==> src/hdl/hpcg_defs.svh <==
// constants for the packet id and checksum gate link
`ifndef HPCG_DEFS_SVH
`define HPCG_DEFS_SVH
`define HPCG_PKT_W        32
`define HPCG_INFO_W       24
`define HPCG_ID_MSB       31
`define HPCG_ID_LSB       24
`define HPCG_ID_CHECKSUM  8'h00
`define HPCG_ID_CONFIG    8'h01
`define HPCG_ID_CONTROL   8'h02
`define HPCG_ID_ALLFRAME  8'h03
`define HPCG_ID_RXLINE    8'h0f
`define HPCG_ID_RXC_LO    8'h10
`define HPCG_ID_RXC_HI    8'h1b
`define HPCG_ID_SPEC_LO   8'h1c
`define HPCG_ID_SPEC_HI   8'h1f
`define HPCG_ID_FRAME_LO  8'h20
`define HPCG_ID_FRAME_HI  8'h27
`define HPCG_ID_UADDR_EN  8'h78
`define HPCG_ID_UADDR_LO  8'h80
`define HPCG_ID_UADDR_HI  8'h8f
`define HPCG_OID_BIW      8'h00
`define HPCG_OID_ADDR     8'h01
`define HPCG_OID_VEC_LO   8'h02
`define HPCG_OID_VEC_HI   8'h57
`define HPCG_OID_STATUS   8'h7f
`define HPCG_OID_PARTID   8'hff
`define HPCG_PART_ID      24'h5a3c96
`define HPCG_BITCNT_W     6
`define HPCG_SCK_HALF     4'h3
`define HPCG_SCK_DIV_W    4
`endif

==> src/hdl/hpcg_pkg.sv <==
// types shared by both ends of the packet link
package hpcg_pkg;
    typedef enum logic [4:0] {
        HPCG_K_CHECKSUM = 5'h00,
        HPCG_K_CONFIG   = 5'h01,
        HPCG_K_CONTROL  = 5'h02,
        HPCG_K_ALLFRAME = 5'h03,
        HPCG_K_RXLINE   = 5'h04,
        HPCG_K_RXCTRL   = 5'h05,
        HPCG_K_SPECIAL  = 5'h06,
        HPCG_K_FRAME    = 5'h07,
        HPCG_K_UADDR_EN = 5'h08,
        HPCG_K_UADDR    = 5'h09,
        HPCG_K_RESERVED = 5'h0a
    } hpcg_kind_t;
    typedef logic [31:0] hpcg_pkt_t;
endpackage

==> src/hdl/hpcg_link_if.sv <==
// spi link between host master and decoder device
`timescale 1ns/1ps
interface hpcg_link_if;
    logic sck;        // serial clock, host driven
    logic ss_n;       // select, active low, host driven
    logic mosi;       // host to device data
    logic miso;       // device to host data
    logic ready_n;    // device ready, active low
    modport host (output sck, output ss_n, output mosi, input miso, input ready_n);
    modport dev  (input sck, input ss_n, input mosi, output miso, output ready_n);
endinterface

==> src/hdl/hpcg_device.sv <==
// decoder end: packet receiver, id classifier, checksum gate, packet sender
`timescale 1ns/1ps
`include "hpcg_defs.svh"
// Function
// - classify packets by top eight id bits
// - decode checksum, config, control, allframe, rxline ids
// - ids 10-1b select receiver control step
// - ids 1c-1f leave checksum, gate and rx_valid_o unchanged
// - ids 20-27 assign frame groups, reversed
// - 78 user address enable, 80-8f addresses
// - host never sends reserved ids
// - outgoing packets use documented id set
// - packets shift msb first, bit 31 first
// - xor info bits into checksum register
// - reset disables and loads part id checksum
// - accepted non-checksum packet outside ids 1c-1f disables delivery
// - matching checksum packet re-enables delivery
// - disabled: only part id sent, ready asserted
// - disabled state blocks only outgoing data
// - idle host sends zero checksum packet; hpcg_host sends nothing and keeps select high while idle
// - checksum packet: id zero, value low 24
// - full duplex 32 bit transfers
// - packet starts only after select falling edge
module hpcg_device (
    input  wire logic               sys_clk_i,
    input  wire logic               srst_i,
    hpcg_link_if.dev                link,
    input  wire hpcg_pkg::hpcg_pkt_t tx_pkt_i,
    input  wire logic               tx_valid_i,
    output logic                    tx_ready_o,
    output hpcg_pkg::hpcg_pkt_t     rx_pkt_o,
    output hpcg_pkg::hpcg_kind_t    rx_kind_o,
    output logic [3:0]              rx_index_o,
    output logic                    rx_valid_o,
    output logic                    enabled_o,
    output logic                    cksum_ok_o,
    output logic                    cksum_bad_o
);
    import hpcg_pkg::*;

    // classify a host packet id into its kind
    function automatic hpcg_kind_t classify(input logic [7:0] id);
        if (id == `HPCG_ID_CHECKSUM)                             classify = HPCG_K_CHECKSUM;
        else if (id == `HPCG_ID_CONFIG)                          classify = HPCG_K_CONFIG;
        else if (id == `HPCG_ID_CONTROL)                         classify = HPCG_K_CONTROL;
        else if (id == `HPCG_ID_ALLFRAME)                        classify = HPCG_K_ALLFRAME;
        else if (id == `HPCG_ID_RXLINE)                          classify = HPCG_K_RXLINE;
        else if (id >= `HPCG_ID_RXC_LO && id <= `HPCG_ID_RXC_HI)   classify = HPCG_K_RXCTRL;
        else if (id >= `HPCG_ID_SPEC_LO && id <= `HPCG_ID_SPEC_HI) classify = HPCG_K_SPECIAL;
        else if (id >= `HPCG_ID_FRAME_LO && id <= `HPCG_ID_FRAME_HI) classify = HPCG_K_FRAME;
        else if (id == `HPCG_ID_UADDR_EN)                        classify = HPCG_K_UADDR_EN;
        else if (id >= `HPCG_ID_UADDR_LO && id <= `HPCG_ID_UADDR_HI) classify = HPCG_K_UADDR;
        else                                                     classify = HPCG_K_RESERVED;
    endfunction

    // index within a ranged id group
    function automatic logic [3:0] id_index(input logic [7:0] id);
        if (id >= `HPCG_ID_FRAME_LO && id <= `HPCG_ID_FRAME_HI)
            id_index = 4'(`HPCG_ID_FRAME_HI - id);          // 0 -> frames 0-15
        else if (id >= `HPCG_ID_RXC_LO && id <= `HPCG_ID_RXC_HI)
            id_index = 4'(id - `HPCG_ID_RXC_LO);
        else if (id >= `HPCG_ID_UADDR_LO && id <= `HPCG_ID_UADDR_HI)
            id_index = 4'(id - `HPCG_ID_UADDR_LO);
        else
            id_index = 4'h0;
    endfunction

    // true when an outgoing id is in the allowed set
    function automatic logic out_id_ok(input logic [7:0] id);
        out_id_ok = (id == `HPCG_OID_BIW) || (id == `HPCG_OID_ADDR) ||
                    (id >= `HPCG_OID_VEC_LO && id <= `HPCG_OID_VEC_HI) ||
                    (id == `HPCG_OID_STATUS) || (id == `HPCG_OID_PARTID);
    endfunction

    logic [2:0] sck_sync_reg;  // [0] first stage, [1] second, [2] history
    logic [2:0] ss_sync_reg;
    logic [1:0] mosi_sync_reg;
    logic       sck_rise;
    logic       sck_fall;
    logic       ss_fall;
    logic       ss_low;

    // two-flop synchronisers, edges found behind second stage
    always_ff @(posedge sys_clk_i) begin
        if (srst_i) begin
            sck_sync_reg  <= 3'h0;
            ss_sync_reg   <= 3'h7;
            mosi_sync_reg <= 2'h0;
        end else begin
            sck_sync_reg  <= {sck_sync_reg[1:0], link.sck};
            ss_sync_reg   <= {ss_sync_reg[1:0], link.ss_n};
            mosi_sync_reg <= {mosi_sync_reg[0], link.mosi};
        end
    end
    assign sck_rise = sck_sync_reg[1] & ~sck_sync_reg[2];
    assign sck_fall = ~sck_sync_reg[1] & sck_sync_reg[2];
    assign ss_fall  = ~ss_sync_reg[1] & ss_sync_reg[2];
    assign ss_low   = ~ss_sync_reg[1];

    logic                       armed_reg;    // select edge seen for this packet
    logic [`HPCG_BITCNT_W-1:0]  bitcnt_reg;
    logic [31:0]                shin_reg;
    logic [31:0]                shout_reg;
    logic                       done;
    logic [31:0]                rx_word;

    // a full packet ends on the 32nd sampling edge
    assign done    = armed_reg && ss_low && sck_rise &&
                     (bitcnt_reg == `HPCG_BITCNT_W'(`HPCG_PKT_W - 1));
    assign rx_word = {shin_reg[30:0], mosi_sync_reg[1]};

    // bit counter and arming; deselect drops a partial packet
    always_ff @(posedge sys_clk_i) begin
        if (srst_i) begin
            armed_reg  <= 1'b0;
            bitcnt_reg <= '0;
        end else if (ss_fall) begin
            armed_reg  <= 1'b1;
            bitcnt_reg <= '0;
        end else if (!ss_low) begin
            armed_reg  <= 1'b0;
            bitcnt_reg <= '0;
        end else if (done) begin
            bitcnt_reg <= '0;   // back-to-back packets within one select
        end else if (armed_reg && sck_rise) begin
            bitcnt_reg <= bitcnt_reg + `HPCG_BITCNT_W'(1);
        end
    end

    // receive shifter, msb first
    always_ff @(posedge sys_clk_i) begin
        if (srst_i)
            shin_reg <= '0;
        else if (armed_reg && ss_low && sck_rise)
            shin_reg <= rx_word;
    end

    logic [23:0] cksum_reg;
    logic        enabled_reg;
    hpcg_kind_t  kind;
    assign kind = classify(rx_word[`HPCG_ID_MSB:`HPCG_ID_LSB]);

    // checksum register and delivery gate
    always_ff @(posedge sys_clk_i) begin
        if (srst_i) begin
            cksum_reg   <= `HPCG_PART_ID;
            enabled_reg <= 1'b0;
        end else if (done) begin
            if (kind == HPCG_K_CHECKSUM) begin
                if (rx_word[`HPCG_INFO_W-1:0] == cksum_reg)
                    enabled_reg <= 1'b1;
            end else if (kind != HPCG_K_SPECIAL) begin
                cksum_reg   <= cksum_reg ^ rx_word[`HPCG_INFO_W-1:0];
                enabled_reg <= 1'b0;
            end
        end
    end

    // decoded packet output, delivered regardless of gate
    always_ff @(posedge sys_clk_i) begin
        if (srst_i) begin
            rx_pkt_o    <= '0;
            rx_kind_o   <= HPCG_K_CHECKSUM;
            rx_index_o  <= 4'h0;
            rx_valid_o  <= 1'b0;
            cksum_ok_o  <= 1'b0;
            cksum_bad_o <= 1'b0;
        end else begin
            rx_valid_o  <= done && kind != HPCG_K_SPECIAL;
            cksum_ok_o  <= done && kind == HPCG_K_CHECKSUM &&
                           rx_word[`HPCG_INFO_W-1:0] == cksum_reg;
            cksum_bad_o <= done && kind == HPCG_K_CHECKSUM &&
                           rx_word[`HPCG_INFO_W-1:0] != cksum_reg;
            if (done) begin
                rx_pkt_o   <= rx_word;
                rx_kind_o  <= kind;
                rx_index_o <= id_index(rx_word[`HPCG_ID_MSB:`HPCG_ID_LSB]);
            end
        end
    end

    logic        pend_reg;    // a user packet loaded for sending
    logic        take;
    hpcg_pkt_t   next_out;
    assign take = tx_valid_i && !pend_reg && enabled_reg && out_id_ok(tx_pkt_i[31:24]);
    // next word to shift: user packet when enabled and one is pending, else part id
    assign next_out = (enabled_reg && pend_reg) ? shout_reg :
                      {`HPCG_OID_PARTID, `HPCG_PART_ID};

    logic [31:0] txbuf_reg;
    // hold one outgoing packet until a transfer carries it
    always_ff @(posedge sys_clk_i) begin
        if (srst_i) begin
            pend_reg   <= 1'b0;
            shout_reg  <= '0;
            tx_ready_o <= 1'b0;
        end else begin
            tx_ready_o <= !pend_reg && !take && enabled_reg;
            if (take) begin
                pend_reg  <= 1'b1;
                shout_reg <= tx_pkt_i;
            end else if (done && enabled_reg) begin
                pend_reg  <= 1'b0;
            end
        end
    end

    // transmit shifter: loads at packet start, shifts on sck fall
    always_ff @(posedge sys_clk_i) begin
        if (srst_i)
            txbuf_reg <= {`HPCG_OID_PARTID, `HPCG_PART_ID};
        else if (ss_fall || done)
            txbuf_reg <= next_out;
        else if (armed_reg && ss_low && sck_fall && bitcnt_reg != '0)
            txbuf_reg <= {txbuf_reg[30:0], 1'b0};
    end

    // miso and ready pins; ready low while selected, when something to read, or when gated
    always_ff @(posedge sys_clk_i) begin
        if (srst_i) begin
            link.miso    <= 1'b0;
            link.ready_n <= 1'b1;
            enabled_o    <= 1'b0;
        end else begin
            link.miso    <= ss_fall ? next_out[31] : txbuf_reg[31];  // holds through sck high
            link.ready_n <= !(ss_low || !enabled_reg || pend_reg);
            enabled_o    <= enabled_reg;
        end
    end
endmodule

==> src/flat_wrapper.sv <==
// flat-port wrapper written by rule: the top's interface ports become plain ports
module hpcg_device_flat import hpcg_pkg::*;
  (sys_clk_i, srst_i, tx_pkt_i, tx_valid_i, tx_ready_o, rx_pkt_o, rx_kind_o, rx_index_o, rx_valid_o, enabled_o, cksum_ok_o, cksum_bad_o, link_sck, link_ss_n, link_mosi, link_miso, link_ready_n);
  hpcg_link_if link_i ();
  input  wire logic sys_clk_i;
  input  wire logic srst_i;
  input  wire hpcg_pkg::hpcg_pkt_t tx_pkt_i;
  input  wire logic tx_valid_i;
  output logic tx_ready_o;
  output hpcg_pkg::hpcg_pkt_t rx_pkt_o;
  output hpcg_pkg::hpcg_kind_t rx_kind_o;
  output logic [3:0] rx_index_o;
  output logic rx_valid_o;
  output logic enabled_o;
  output logic cksum_ok_o;
  output logic cksum_bad_o;
  input wire logic [$bits(link_i.sck)-1:0] link_sck;
  input wire logic [$bits(link_i.ss_n)-1:0] link_ss_n;
  input wire logic [$bits(link_i.mosi)-1:0] link_mosi;
  output wire logic [$bits(link_i.miso)-1:0] link_miso;
  output wire logic [$bits(link_i.ready_n)-1:0] link_ready_n;
  assign link_i.sck = link_sck;
  assign link_i.ss_n = link_ss_n;
  assign link_i.mosi = link_mosi;
  assign link_miso = link_i.miso;
  assign link_ready_n = link_i.ready_n;
  hpcg_device u_core (.sys_clk_i(sys_clk_i), .srst_i(srst_i), .link(link_i), .tx_pkt_i(tx_pkt_i), .tx_valid_i(tx_valid_i), .tx_ready_o(tx_ready_o), .rx_pkt_o(rx_pkt_o), .rx_kind_o(rx_kind_o), .rx_index_o(rx_index_o), .rx_valid_o(rx_valid_o), .enabled_o(enabled_o), .cksum_ok_o(cksum_ok_o), .cksum_bad_o(cksum_bad_o));
endmodule
==> config.mk <==
export PLATFORM = sky130hd
export DESIGN_NAME = hpcg_device_flat
export DESIGN_NICKNAME = d
export VERILOG_FILES = /design/src/hdl/hpcg_pkg.sv /design/src/hdl/hpcg_link_if.sv /design/src/hdl/hpcg_device.sv /design/src/flat_wrapper.sv
export VERILOG_INCLUDE_DIRS = /design/src /design/src/hdl
export SDC_FILE = /design/constraint.sdc
export NUM_CORES = 1
export LEC_CHECK = 0
export BUFFER_PORTS_ARGS = -buffer_cell sky130_fd_sc_hd__buf_2
export CORE_MARGIN = 3
export CORE_UTILIZATION = 60
export DETAILED_ROUTE_END_ITERATION = 7
export HOLD_SLACK_MARGIN = 0.06
export PLACE_DENSITY = 0.84
export SETUP_SLACK_MARGIN = 0.02
export SLEW_MARGIN = 0
export SYNTH_ARGS = -nofsm -noshare
export SYNTH_HDL_FRONTEND = slang
export SYNTH_SLANG_ARGS = --single-unit
==> constraint.sdc <==
create_clock -name sys_clk_i -period 4.2 [get_ports sys_clk_i]
set_input_delay 1.05 -clock sys_clk_i [delete_from_list [all_inputs] [get_ports sys_clk_i]]
set_output_delay 1.05 -clock sys_clk_i [all_outputs]
set_load 0.05 [all_outputs]
==> results.toml <==
[status]
status = "complete, no violations"

[setup_path]
critical_path.endpoint_type = "register"
crit_type = "register to register"
cp.arrival_ns = 3.26
critPathRequiredTime_ns = 4.52
timing.rr.start = "u_core.ss_sync_reg[1]"
cp_max_fo = 68
setup.worst_path.start = "u_core.ss_sync_reg[1]"
crit_path_start_kind = "register"

[die]
floorplan.rows = 40
initial_utilization_pct = 62.6
top_level_ports = 86
core_region_area_um2 = 12200
chipWidth_um = 119
dieArea_um2 = 14100
die_h_um = 119

[route]
via_per_inst = 5.73
topRoutingLayerUsed = "met4"
route.met2.wl_mm = 7.65
firstDrtPassIters = 5
wl_met1_mm = 7.69
drtAntennaViolNets = 0
wl_mm = 16.6
drc_errors = 0
drt_first_iter_violations = 440
routedWlPerCell_um = 14.8
vias = 6420
routed-wl-met3_um = 940

[hold_path]
worst_hold_launch = "u_core.rx_pkt_o[19]"
worstHoldPathType = "register to register"

[yosys]
synthDistinctLibCells = 60
synthArstFlopShare_pct = 0
syn_inst = 896
synth-edff-count = 0
syn_nets = 936
post_synth_instance_area_um2 = 7640
synth.ff_latch_count = 183
synth_warnings = 0
ys_seq_area_share_pct = 47.9
synth.area.top_cells = "sky130_fd_sc_hd__dfxtp_1 48%, sky130_fd_sc_hd__a21oi_1 7.7%, sky130_fd_sc_hd__nand2_1 6.9%"
yosysTopAreaCell = "sky130_fd_sc_hd__dfxtp_1"
synth.avg_cell_area_um2 = 8.53
synth_top_flop_cell = "sky130_fd_sc_hd__dfxtp_1"
synth_top_area_share_pct = 47.9

[placed_design]
dpl.hpwl_mm = 10.4
numPortBuffers = 84
routabilityCongestion = 0.815

[sta]
setup_viol_count_final = 0
max_freq_mhz = 341
maxSlewViolCount = 0
timing_hold_violations_final = 0
final_critical_delay_including_setup_and_external_delays_ns = 2.94
setup_total_negative_slack_ns = 0
timing.final.crit_share_pct = 69.9
timing.slew.headroom_pct = 32.1
timing_worst_slew_pin_value_ns = 1.01
rsz_0062_raised_after_global_routing = "no"
final.setup_skew_ns = 0.00924

[finish]
synthToLayoutAreaGrowth_pct = 13.7
fin_nets = 980
fill_cells = 955
multiInputGateArea_um2 = 3690
register_area_um2 = 3660
final_antenna_diode_count = 0
post_route_cells_drive_above_1_share_pct = 15.9

[grt]
grt_first_pass_wirelength_mm = 27.7
maximum_number_of_pins_on_one_net_before_global_route_repair = 114
globalRouteOverflowTotal = 0
grt_antenna_before_repair = 0
vias_in_the_first_global_route = 5756
global_route.usage.total_pct = 23.7

[power]
p_int_mw = 2.66
pwrdens_nw_per_um2 = 391
power_leakage_nw = 3.41
clock_network_fraction_of_design_power_pct = 44.8
vdd.ir_drop.worst_mv = 0.234
power.share.sequential_pct = 51.9
power.combinational.fraction_pct = 3.2
netSwitchingFraction_pct = 21.9
switchingPower_uw = 744
fin_total_pwr_mw = 3.40

[clocking]
clock-root-buffer = "sky130_fd_sc_hd__clkbuf_16"
post_cts.resized_instances = 0
clock_latency_at_the_later_pin_of_the_worst_skew_pair_ns = 0.43
cts_hold_fix_bufs = 0
htree_num_levels = 4
number_of_clock_sinks = 183
post-cts-setup-buffer-count = 0
cts_tree = "yes"
cts.reportedPaths.clkPinSlew_ns = 0.07
cts.path.max_buffers = 2
cts_made_buffers = 17

[job]
maxCapViolCount = 0
power groups by stage:
stage          clock network (mW)  logic, mW  registers, mW
2_1_floorplan                   0     0.0698           1.80
3_3_place_gp                    0      0.106           1.80
3_5_place_dp                    0      0.108           1.80
4_1_cts                      1.53      0.110           1.77
5_1_grt                      1.60      0.123           1.77
6_report                     1.52      0.110           1.77
routing by layer:
metal,GRT usage (%),up-vias
met5,0,-
met4,7.60,0
met3,6.27,21
met2,36.7,192
met1,32.4,3041
li1,-,3166
placed cells by master, fill, tap and decap left out, types with 12 or more instances in the layout:
| cell | instances |
|---|---|
| sky130_fd_sc_hd__o22ai_1 | 18 |
| sky130_fd_sc_hd__nor3_1 | 12 |
| sky130_fd_sc_hd__a21oi_1 | 116 |
| sky130_fd_sc_hd__clkbuf_16 | 17 |
| sky130_fd_sc_hd__mux2i_1 | 45 |
| sky130_fd_sc_hd__nand2_1 | 141 |
| sky130_fd_sc_hd__buf_4 | 12 |
| sky130_fd_sc_hd__o21ai_0 | 25 |
| sky130_fd_sc_hd__nor2b_1 | 29 |
| sky130_fd_sc_hd__buf_2 | 83 |
| sky130_fd_sc_hd__nand3_1 | 30 |
| sky130_fd_sc_hd__nor2_1 | 89 |
| sky130_fd_sc_hd__dfxtp_1 | 183 |
| sky130_fd_sc_hd__xnor2_1 | 29 |
cells by family after synthesis:
kind of cell,synth area share [%]
compound gates,15.3
xor+xnor,3.78
fa+ha+maj,0.327
buf+inv,4.21
flops,47.9
mux,7.90
other cells,0.0491
simple gates,20.5
layout make-up:
cell class / count / share of cell area (%)
multi-input combinational: 635 / 42.4
sequential: 183 / 42.1
timing repair buffer: 97 / 6.17
clock buffer: 21 / 5.41
tap: 168 / 2.42
clock inverter: 11 / 1.15
inverter: 6 / 0.259
cell usage after synthesis (13+ instances only):
master                     number
sky130_fd_sc_hd__dfxtp_1      183
sky130_fd_sc_hd__nand2_1      141
sky130_fd_sc_hd__a21oi_1      117
sky130_fd_sc_hd__nor2_1        89
sky130_fd_sc_hd__clkbuf_1      58
sky130_fd_sc_hd__mux2i_1       45
sky130_fd_sc_hd__nand3_1       30
sky130_fd_sc_hd__nor2b_1       29
sky130_fd_sc_hd__xnor2_1       29
sky130_fd_sc_hd__o21ai_0       25
sky130_fd_sc_hd__o22ai_1       18
sky130_fd_sc_hd__nor3_1        13
final timing paths:
kind	slack, ns	to	cells past startpoint
worst max register to register	1.26	u_core.cksum_reg[21]	6
worst min-delay path	0.45	u_core.rx_pkt_o[19]	2
worst max-delay path	1.26	u_core.cksum_reg[21]	6
worst min register to register	0.45	u_core.rx_pkt_o[19]	2
through the flow:
stage	hold slack [ns]	setup slack, ns	instance area (µm²)	std cells	utilization (%)
detailed placement	0.418	1.34	8120	1089	66.5
global route	0.458	1.02	8690	1121	71.2
CTS	0.454	1.29	8690	1121	71.2
finish	0.451	1.26	8690	1121	71.2
global placement	0.404	1.40	8120	1089	66.5
floorplan	0.389	1.69	7640	896	-
worst max-delay path: stages (launching register included):
cell and delay (ns):
sky130_fd_sc_hd__dfxtp_1 0.43, sky130_fd_sc_hd__nand4bb_1 0.65, sky130_fd_sc_hd__nor4_2 0.42, sky130_fd_sc_hd__buf_4 0.59, sky130_fd_sc_hd__nand3_1 0.16, sky130_fd_sc_hd__a21oi_1 0.18
sky130_fd_sc_hd__mux2_2 0.36
Note: power is estimated with default switching activity, not from simulation.
